===== config.mk =====
export PLATFORM = sky130hd
export DESIGN_NAME = ssp_ctrl
export DESIGN_NICKNAME = d
export VERILOG_FILES = /design/src/shared/ssp_pkg.sv /design/src/hw/ssp_ctrl.sv
export SDC_FILE = /design/constraint.sdc
export NUM_CORES = 1
export LEC_CHECK = 0
export ABC_AREA = 1
export BUFFER_PORTS_ARGS = -buffer_cell sky130_fd_sc_hd__buf_4
export CAP_MARGIN = 5
export CORE_ASPECT_RATIO = 0.75
export CORE_MARGIN = 4
export CORE_UTILIZATION = 23
export DETAILED_ROUTE_END_ITERATION = 7
export SLEW_MARGIN = 20
export SYNTH_ARGS = -nofsm -noshare
export SYNTH_HDL_FRONTEND = slang
export SYNTH_SLANG_ARGS = --single-unit

===== constraint.sdc =====
create_clock -name clk -period 2.1 [get_ports clk]
set_clock_uncertainty 0.05 [all_clocks]
set_input_delay 0 -clock clk [delete_from_list [all_inputs] [get_ports clk]]
set_output_delay 0 -clock clk [all_outputs]
set_load 0.1 [all_outputs]

===== src/shared/ssp_pkg.sv =====
// constants and carrier types for the flash sleep and pause control block
// What this block does
// - device sits in standby while chip select is high and nothing is busy
// - in deep sleep every command except the wake opcode is ignored
// - opcode b9 then chip select high enters deep sleep within the entry time
// - bits clocked in after the eight-bit sleep or wake opcode are discarded
// - short or misaligned sleep opcode aborts and the device stays in standby
// - after power-up the device starts in standby, not deep sleep
// - sleep opcode is ignored while a self-timed program or erase runs
// - opcode ab then chip select high returns to standby within the exit time
// - short or misaligned wake opcode aborts and the device stays in deep sleep
// - pause never suspends a running self-timed program or erase cycle
// - pause may only be entered while chip select is asserted
// - pause starts with pause pin low during clock low, else next low phase
// - device stays paused while pause pin and chip select stay asserted
// - while paused, serial output floats and serial input and clock are ignored
// - write guard pin keeps taking effect while paused
// - pause ends with pause pin high during clock low, else next low phase
// - chip select high while paused aborts the operation and clears write latch, unless wel_set arrives in the same cycle while awake
package ssp_pkg;

  // ==========================================================================
  // opcodes and framing
  localparam logic [7:0] SSP_OP_SLEEP  = 8'hb9;
  localparam logic [7:0] SSP_OP_WAKE   = 8'hab;
  localparam logic [2:0] SSP_BIT_LAST  = 3'h7;
  localparam logic [2:0] SSP_BIT_ZERO  = 3'h0;
  localparam int         SSP_SYNC_LEN  = 2;

  // ==========================================================================
  // timing
  localparam int SSP_CLK_PERIOD_PS   = 4000;
  localparam int SSP_SLEEP_ENTRY_PS  = 1000000;
  localparam int SSP_SLEEP_EXIT_PS   = 1000000;
  // longest times round down, at least one cycle
  localparam int SSP_ENTRY_CYC = (SSP_SLEEP_ENTRY_PS / SSP_CLK_PERIOD_PS) > 0 ?
                                 (SSP_SLEEP_ENTRY_PS / SSP_CLK_PERIOD_PS) : 1;
  localparam int SSP_EXIT_CYC  = (SSP_SLEEP_EXIT_PS / SSP_CLK_PERIOD_PS) > 0 ?
                                 (SSP_SLEEP_EXIT_PS / SSP_CLK_PERIOD_PS) : 1;
  localparam int SSP_TMR_W     = 16;

  // ==========================================================================
  // power states
  typedef enum logic [1:0] {
    SSP_ST_STANDBY = 2'h0,
    SSP_ST_ENTER   = 2'h1,
    SSP_ST_SLEEP   = 2'h2,
    SSP_ST_EXIT    = 2'h3
  } ssp_state_t;

  // ==========================================================================
  // carriers
  typedef struct packed {
    logic cs_n;
    logic sck;
    logic si;
    logic pause_n;
    logic guard_n;
  } ssp_pins_t;

  localparam ssp_pins_t SSP_PINS_IDLE = 5'h1b;

  typedef struct packed {
    logic       valid;
    logic [7:0] opcode;
  } ssp_cmd_t;

  localparam ssp_cmd_t SSP_CMD_NONE = 9'h000;

endpackage : ssp_pkg


===== src/hw/ssp_ctrl.sv =====
// sleep, wake and pause front end of a serial flash slave port
`timescale 1ns/100ps
module ssp_ctrl
  import ssp_pkg::*;
#(
  parameter int ENTRY_CYC = SSP_ENTRY_CYC,
  parameter int EXIT_CYC  = SSP_EXIT_CYC
)(
  // clock and reset
  input  wire logic      clk,
  input  wire logic      rst_n,
  // serial pins, asynchronous to clk
  input  wire ssp_pins_t pins,
  output logic           so_r,
  output logic           so_oe_r,
  // core side, same clock
  input  wire logic      busy,
  input  wire logic      core_so,
  input  wire logic      core_so_en,
  input  wire logic      wel_set,
  input  wire logic      wel_clr,
  // status and command out
  output ssp_cmd_t       cmd_r,
  output logic           standby_r,
  output logic           deep_sleep_r,
  output logic           paused_r,
  output logic           write_latch_flag_r,
  output logic           write_guard_r,
  output logic           abort_r
);

  // ==========================================================================
  // pin synchronisers
  ssp_pins_t  meta_r;
  ssp_pins_t  pin_r;
  logic       sck_d_r;
  logic       sel_d_r;

  always_ff @(posedge clk or negedge rst_n)
  begin
    if (!rst_n)
    begin
      meta_r <= SSP_PINS_IDLE;
      pin_r  <= SSP_PINS_IDLE;
    end
    else
    begin
      meta_r <= pins;
      pin_r  <= meta_r;
    end
  end

  always_ff @(posedge clk or negedge rst_n)
  begin
    if (!rst_n)
    begin
      sck_d_r <= SSP_PINS_IDLE.sck;                   // idle level: no false rise after reset
      sel_d_r <= 1'b0;
    end
    else
    begin
      sck_d_r <= pin_r.sck;
      sel_d_r <= !pin_r.cs_n;
    end
  end

  logic sel;
  logic sck_rise;
  logic cs_rise;
  logic pause_req;

  assign sel       = !pin_r.cs_n;
  assign sck_rise  = pin_r.sck && !sck_d_r;
  assign cs_rise   = sel_d_r && !sel;
  assign pause_req = !pin_r.pause_n;

  // ==========================================================================
  // pause tracking
  // a level change only counts during the clock low phase, which also covers
  // a change seen in the high phase: it takes effect once the clock drops
  always_ff @(posedge clk or negedge rst_n)
  begin
    if (!rst_n)
      paused_r <= 1'b0;
    else if (!sel)
      paused_r <= 1'b0;
    else if (!pin_r.sck)
      paused_r <= pause_req;
  end

  // ==========================================================================
  // opcode shifter
  logic [6:0] sh_r;
  logic [2:0] bit_cnt_r;
  logic       op_done_r;
  logic [7:0] op_r;
  logic [7:0] byte_in;

  assign byte_in = {sh_r, pin_r.si};

  // clock and data are ignored while paused
  always_ff @(posedge clk or negedge rst_n)
  begin
    if (!rst_n)
    begin
      sh_r      <= 7'h00;
      bit_cnt_r <= SSP_BIT_ZERO;
    end
    else if (!sel)
    begin
      sh_r      <= 7'h00;
      bit_cnt_r <= SSP_BIT_ZERO;
    end
    else if (sck_rise && !paused_r)
    begin
      sh_r      <= byte_in[6:0];
      bit_cnt_r <= bit_cnt_r + 3'h1;
    end
  end

  // only the first byte is kept; later bits just advance the count
  always_ff @(posedge clk or negedge rst_n)
  begin
    if (!rst_n)
    begin
      op_done_r <= 1'b0;
      op_r      <= 8'h00;
    end
    else if (!sel)
      op_done_r <= 1'b0;
    else if (sck_rise && !paused_r && bit_cnt_r == SSP_BIT_LAST && !op_done_r)
    begin
      op_done_r <= 1'b1;
      op_r      <= byte_in;
    end
  end

  logic aligned;
  assign aligned = op_done_r && bit_cnt_r == SSP_BIT_ZERO;

  // ==========================================================================
  // power state machine
  ssp_state_t          state_r;
  logic [SSP_TMR_W-1:0] tmr_r;
  logic                sleep_ok;
  logic                wake_ok;
  logic                hold_abort;

  assign hold_abort = cs_rise && paused_r;
  assign sleep_ok   = cs_rise && !paused_r && aligned && op_r == SSP_OP_SLEEP && !busy;
  assign wake_ok    = cs_rise && !paused_r && aligned && op_r == SSP_OP_WAKE;

  // during the entry and exit windows commands see the state being left
  always_ff @(posedge clk or negedge rst_n)
  begin
    if (!rst_n)
    begin
      state_r <= SSP_ST_STANDBY;
      tmr_r   <= '0;
    end
    else
    begin
      unique case (state_r)
        SSP_ST_STANDBY:
        begin
          tmr_r <= '0;
          if (sleep_ok)
            state_r <= SSP_ST_ENTER;
        end
        SSP_ST_ENTER:
        begin
          tmr_r <= tmr_r + 1'b1;
          if (tmr_r == SSP_TMR_W'(ENTRY_CYC - 1))
          begin
            state_r <= SSP_ST_SLEEP;
            tmr_r   <= '0;
          end
        end
        SSP_ST_SLEEP:
        begin
          tmr_r <= '0;
          if (wake_ok)
            state_r <= SSP_ST_EXIT;
        end
        SSP_ST_EXIT:
        begin
          tmr_r <= tmr_r + 1'b1;
          if (tmr_r == SSP_TMR_W'(EXIT_CYC - 1))
          begin
            state_r <= SSP_ST_STANDBY;
            tmr_r   <= '0;
          end
        end
      endcase
    end
  end

  logic awake;
  assign awake = state_r == SSP_ST_STANDBY || state_r == SSP_ST_ENTER;

  // ==========================================================================
  // command forwarding and abort report
  always_ff @(posedge clk or negedge rst_n)
  begin
    if (!rst_n)
      cmd_r <= SSP_CMD_NONE;
    else if (awake && sel && sck_rise && !paused_r && bit_cnt_r == SSP_BIT_LAST
             && !op_done_r)
      cmd_r <= '{valid: 1'b1, opcode: byte_in};
    else
      cmd_r <= '{valid: 1'b0, opcode: cmd_r.opcode};
  end

  // misaligned or short frames and frames cut off during pause
  always_ff @(posedge clk or negedge rst_n)
  begin
    if (!rst_n)
      abort_r <= 1'b0;
    else
      abort_r <= cs_rise && (paused_r || (!aligned && bit_cnt_r != SSP_BIT_ZERO)
                 || (sel_d_r && !op_done_r));
  end

  // ==========================================================================
  // status
  // busy passes through untouched by pause, so a running cycle still holds off standby
  always_ff @(posedge clk or negedge rst_n)
  begin
    if (!rst_n)
    begin
      standby_r    <= 1'b1;
      deep_sleep_r <= 1'b0;
    end
    else
    begin
      standby_r    <= state_r == SSP_ST_STANDBY && !sel && !busy;
      deep_sleep_r <= state_r == SSP_ST_SLEEP || state_r == SSP_ST_EXIT;
    end
  end

  // while awake, set wins over any clear in the same cycle
  always_ff @(posedge clk or negedge rst_n)
  begin
    if (!rst_n)
      write_latch_flag_r <= 1'b0;
    else if (wel_set && awake)
      write_latch_flag_r <= 1'b1;
    else if (hold_abort || wel_clr)
      write_latch_flag_r <= 1'b0;
  end

  // guard level is never frozen by pause
  always_ff @(posedge clk or negedge rst_n)
  begin
    if (!rst_n)
      write_guard_r <= 1'b0;
    else
      write_guard_r <= !pin_r.guard_n;
  end

  // ==========================================================================
  // serial output
  always_ff @(posedge clk or negedge rst_n)
  begin
    if (!rst_n)
    begin
      so_r    <= 1'b0;
      so_oe_r <= 1'b0;
    end
    else
    begin
      so_r    <= core_so;
      so_oe_r <= core_so_en && awake && sel && !paused_r;
    end
  end
endmodule : ssp_ctrl


======== Word level (Yosys, flattened, before mapping) ========
Cells that the tools add are included.
W data, S select, Z words.
operators by class
  add/sub/neg operators ................... 2
  eq/ne operators ......................... 12
  multiplexer cells ....................... 18
  bitwise logic cells ..................... 1
  reductions and logical operators ........ 49
operators by type and width
  operator                 count
  $pmux W16 S2             1
  $logic_and A1 B1 Y1      26
  $add A16 B1 Y16 const B  1
  $eq A16 B8 Y1 const B    1
  $eq A8 B8 Y1 const B     2
  $mux W16                 1
  $mux W7                  2
  $mux W9                  1
  $logic_not A1 Y1         8
  $mux W2                  4
  $ne A2 B2 Y1 const B     4
  $pmux W2 S4              1
  $mux W1                  6
  $mux W3                  2
  $reduce_bool A2 Y1       3
  $logic_or A1 B1 Y1       5
  $eq A2 B2 Y1 const B     2
  $reduce_and A4 Y1        1
  $reduce_or A2 Y1         2
  $add A3 B1 Y3 const B    1
  $eq A3 B3 Y1 const B     1
  $logic_not A3 Y1         1
  $reduce_bool A3 Y1       1
  $eq A2 B1 Y1 const B     1
  4 further kinds          4
word-level totals
  flip-flop bits (word level) ............. 66
  output and inout bits ................... 17

======== Depth between registers and ports, before layout ========
  depth after elaboration ................. 8
  gate-level depth with buffers ........... 11
  mapped depth without buffers ............ 11

======== Worst setup path before layout ========
Ideal clock, no wire load.
  path type ............................... register -> register
  from .................................... register paused_r
  to ...................................... register cmd_r[5] in the netlist's numbering
  library setup time ...................... 125 ps
  data arrival time ....................... 1,673 ps
  data required time ...................... 1,925 ps
  path slack .............................. 251 ps
  cell stages (with the launch flop) ...... 8
  path buffers ............................ 1
  clock period less this slack ............ 1,849 ps
  cell sequence ........................... dfrtp_1 > nor2_4 > nand2_2 > nor2_8 > nand3_4 > buf_6 > o21ai_1 > nand2_1
on the way
  longest elaborated chain between the ends .. 4
ends and longest elaborated chain
  element                            RTL line         text
  start: declaration                 ssp_ctrl.sv:26   output logic paused_r,
  start signal: assignment           ssp_ctrl.sv:88   paused_r <= pause_req;
  $logic_not A1 Y1                   ssp_ctrl.sv:207  else if (awake && sel && sck_rise && !paused_r && bit_cnt_r == SSP_BIT_LAST
  $logic_and A1 B1 Y1 (2 in series)  ssp_ctrl.sv:207
  $logic_and A1 B1 Y1                ssp_ctrl.sv:208  && !op_done_r)
  end signal: assignment             ssp_ctrl.sv:209  cmd_r <= '{valid: 1'b1, opcode: byte_in};
  end signal: assignment             ssp_ctrl.sv:211  cmd_r <= '{valid: 1'b0, opcode: cmd_r.opcode};
  end: declaration                   ssp_ctrl.sv:23   output ssp_cmd_t cmd_r,
No other way between the ends.
A chain may end at the register's enable or synchronous reset.

======== Worst setup path in the final report ========
  from .................................... register pin_r[4] in the netlist's numbering
  to ...................................... register write_latch_flag_r
on the way
  longest elaborated chain between the ends .. 4
ends and longest elaborated chain
  element                       RTL line         text
  start: declaration            ssp_ctrl.sv:35   ssp_pins_t pin_r;
  start signal: assignment      ssp_ctrl.sv:49   pin_r <= meta_r;
  $logic_and A1 B1 Y1           ssp_ctrl.sv:74   assign cs_rise = sel_d_r && !sel;
  $logic_and A1 B1 Y1           ssp_ctrl.sv:149  assign hold_abort = cs_rise && paused_r;
  $logic_or A1 B1 Y1            ssp_ctrl.sv:248  else if (hold_abort || wel_clr)
  $reduce_bool A2 Y1 (no line)  -
  end signal: assignment        ssp_ctrl.sv:245  write_latch_flag_r <= 1'b0;
  end signal: assignment        ssp_ctrl.sv:247  write_latch_flag_r <= 1'b1;
  end signal: assignment        ssp_ctrl.sv:249  write_latch_flag_r <= 1'b0;
  end: declaration              ssp_ctrl.sv:27   output logic write_latch_flag_r,
No other way between the ends.

==> results.sh <==
export IMPL_status="completed"
export IMPL_cts_setup_buffers=0
export IMPL_rsz0062_at_grt="no"
export IMPL_core_sq_mm=0.0119
export IMPL_fin_crit_ns=1.73
export IMPL_fin_setup_tns_ns=0
export IMPL_dpl_hpwl_mm=4.03
export IMPL_hold_ws_ns=0.253
export IMPL_antennaDiodeCount=0
export IMPL_clock_root_buffer="clkbuf_16"
export IMPL_syn_avg_cell_area_sq_um=9.34
export IMPL_die_w_microns=137
export IMPL_ys_flop_type="dfrtp_1"
export IMPL_cts_tree="done"
export IMPL_yosys_area_share_simple_pct=22.7
export IMPL_grt_pass1_wl_mm=9.79
export IMPL_cp_data_arrival_time_ns=1.88
export IMPL_rows=34
export IMPL_r2r_setup_slack_ns=0.37
export IMPL_antenna_found_initial=0
export IMPL_drtIter0Drc=136
export IMPL_drv_slew=0
export IMPL_io_buffers=28
export IMPL_hold_viol=0
export IMPL_r2r_end="write_latch_flag_r"
export IMPL_place_gp_congestion=0.810
export IMPL_io_pins=29
export IMPL_cts_sinks=66
export IMPL_yosys_warnings=0
export IMPL_fin_crit_sh_pct=82.5
export IMPL_cts_buffers=9
export IMPL_cap_violations=0
export IMPL_yosys_mux_area_fraction_pct=0
export IMPL_synth_edff_count=0
export IMPL_required_ns=2.25
export IMPL_drive_gt1_share_pct=20.8
export IMPL_synth_top_area_share_pct=49.2
export IMPL_synth_most_common_cell="nand2_1"
export IMPL_cts_htree_levels=3
export IMPL_power_density_mw_per_mm2=824
export IMPL_synth_top_family_by_area="simple AND/OR/NAND/NOR gates"
export IMPL_routedWlPerCell_microns=10.5
export IMPL_synthTopCellsByArea="dfrtp_1 (49%), dfstp_2 (9.2%), nand2_1 (8.6%)"
export IMPL_netlist_instances=305
export IMPL_area_delta_synth_final_pct=29.4
export IMPL_clk_latency_ns=0.32
export IMPL_worst_pin_slew_ns=0.805
export IMPL_r2r_start="pin_r[4]"
export IMPL_netlist_top_cells_count="nand2_1 (65), dfrtp_1 (56), nor2_1 (39), inv_1 (35), o21ai_1 (25)"
export IMPL_first_global_vias=2079
export IMPL_ir_worst_vdd_v=0.000370
export IMPL_ys_seq_area_share_pct=58.4
export IMPL_syn_num_nets=326
export IMPL_post_place_ws_ns=0.377
export IMPL_ys_ff_latch=66
export IMPL_die_area_sq_mm=0.0143
export IMPL_total_power_uw=3040
export IMPL_rr_worst_depth=4
export IMPL_vias_per_cell=4.04
export IMPL_leakage_uw=0.00170
export IMPL_start_kind="flop"
export IMPL_nets=376
export IMPL_worst_slack_ns=0.367
export IMPL_crit_path_start="pin_r[4]"
export IMPL_crit_type="reg2reg"
export IMPL_grt_remaining_overflow=0
export IMPL_synthArstFlopShare_pct=100
export IMPL_clock_path_buffers=2
export IMPL_max_freq_mhz=577
export IMPL_syn_area_sq_mm=0.00285
export IMPL_setup_viol=0
export IMPL_yosysTopAreaCell="dfrtp_1"
export IMPL_endpoint_kind="flop"
export IMPL_grt_max_degree=67
export IMPL_start_util_pct=24.0
export IMPL_synth_compound_area_share_pct=6.54
export IMPL_die_y_microns=104
export IMPL_drcViolationCount=0
export IMPL_first_pass_iters=4
export IMPL_path_max_fanout=5
export IMPL_synth_xor_area_share_pct=1.84
export IMPL_min_path_type="in2async"
export IMPL_clk_pin_slew_ns=0.05
export IMPL_synth_cell_types=32
export IMPL_vias=2107
export IMPL_drtAntennaViolNets=0
export IMPL_synthAdderAreaFrac_pct=3.95
export IMPL_slew_headroom_pct=46.3
export IMPL_totalWireLength_mm=5.50
export IMPL_grt_util_all_layers_pct=8.76
-- per-layer routing --
| layer | GRT usage, % | vias up | routed length (microns) |
|---|---|---|---|
| met4 | 3.38 | 0 | 48 |
| met2 | 11.8 | 50 | 2280 |
| met3 | 3.82 | 2 | 390 |
| met1 | 12.2 | 986 | 2780 |
| met5 | 0 | - | 0 |
| li1 | - | 1069 | - |
-- state kept, by name, summed over array words and instances (netlist names), 2 cells and up --
| signal | count |
|---|---|
| state_r | 2 |
| pin_r | 4 |
| meta_r | 5 |
| op_r | 8 |
| cmd_r | 9 |
| bit_cnt_r | 3 |
| tmr_r | 16 |
| sh_r | 7 |
-- report_power, final --
| group | internal (uW) | leakage [uW] | switching (uW) |
|---|---|---|---|
| Clock | 986 | 0.000148 | 527 |
| Sequential | 1310 | 0.000868 | 24.0 |
| Combinational | 59.4 | 0.000681 | 127 |
-- cell type report --
| class | count | area, sq um |
|---|---|---|
| tap | 162 | 203 |
| inverter | 43 | 161 |
| clock inverter | 5 | 62.6 |
| sequential | 66 | 1660 |
| fill | 1228 | 8180 |
| multi-input combinational | 193 | 1000 |
| clock buffer | 11 | 253 |
| timing repair buffer | 42 | 343 |
-- worst max path at each step --
stage | to | slack [ns] | cells past startpoint
floorplan | cmd_r[5] | 0.25 | 7
global placement | cmd_r[4] | 0.44 | 8
detailed placement | cmd_r[0] | 0.38 | 8
CTS | write_latch_flag_r | 0.36 | 4
global route | cmd_r[7] | 0.18 | 8
finish | write_latch_flag_r | 0.37 | 4
-- cell usage in the layout, fill, tap and decap left out, types with 3 or more instances in the layout --
cell type / n
ha_1: 9
o21ai_1: 25
nand2_2: 3
buf_4: 31
clkbuf_16: 9
inv_1: 35
nand3_1: 14
a21oi_1: 4
dlygate4sd3_1: 11
nor3_1: 6
xor2_1: 5
nand2_1: 65
dfrtp_1: 56
nand4_1: 4
inv_2: 7
nor2_1: 39
dfstp_2: 10
-- cell families (layout without fill, tap and decap cells) --
group	Yosys count	in the layout
AND/OR/NAND/NOR	143	143
flip-flops	66	66
buffers and inverters	46	101
AO/OA/AOI/OAI	35	35
adder cells (fa/ha/maj)	9	9
XOR/XNOR	6	6
-- critical path, cell delays in order (launching register included) --
cell           delay, ns
dfstp_2             0.63
nand2_2             0.09
nor2_1              0.20
o31ai_1             0.09
dlygate4sd3_1       0.56
-- stage by stage --
step / area, sq um / util [%] / cells
final: 3690 / 31.1 / 522
after global routing: 3690 / 31.1 / 522
after CTS: 3690 / 31.1 / 522
after detailed placement: 3260 / 27.5 / 495
after global placement: 3260 / 27.5 / 495
after floorplan: 2850 / - / 305
-- repair_timing --
item | in CTS | in global routing
hold buffers | 11 | 0
endpoints found under the setup margin | 0 | 0
resized for setup | 0 | 0
endpoints found under the hold margin | 65 | 0
(Power assumes the default switching activity.)
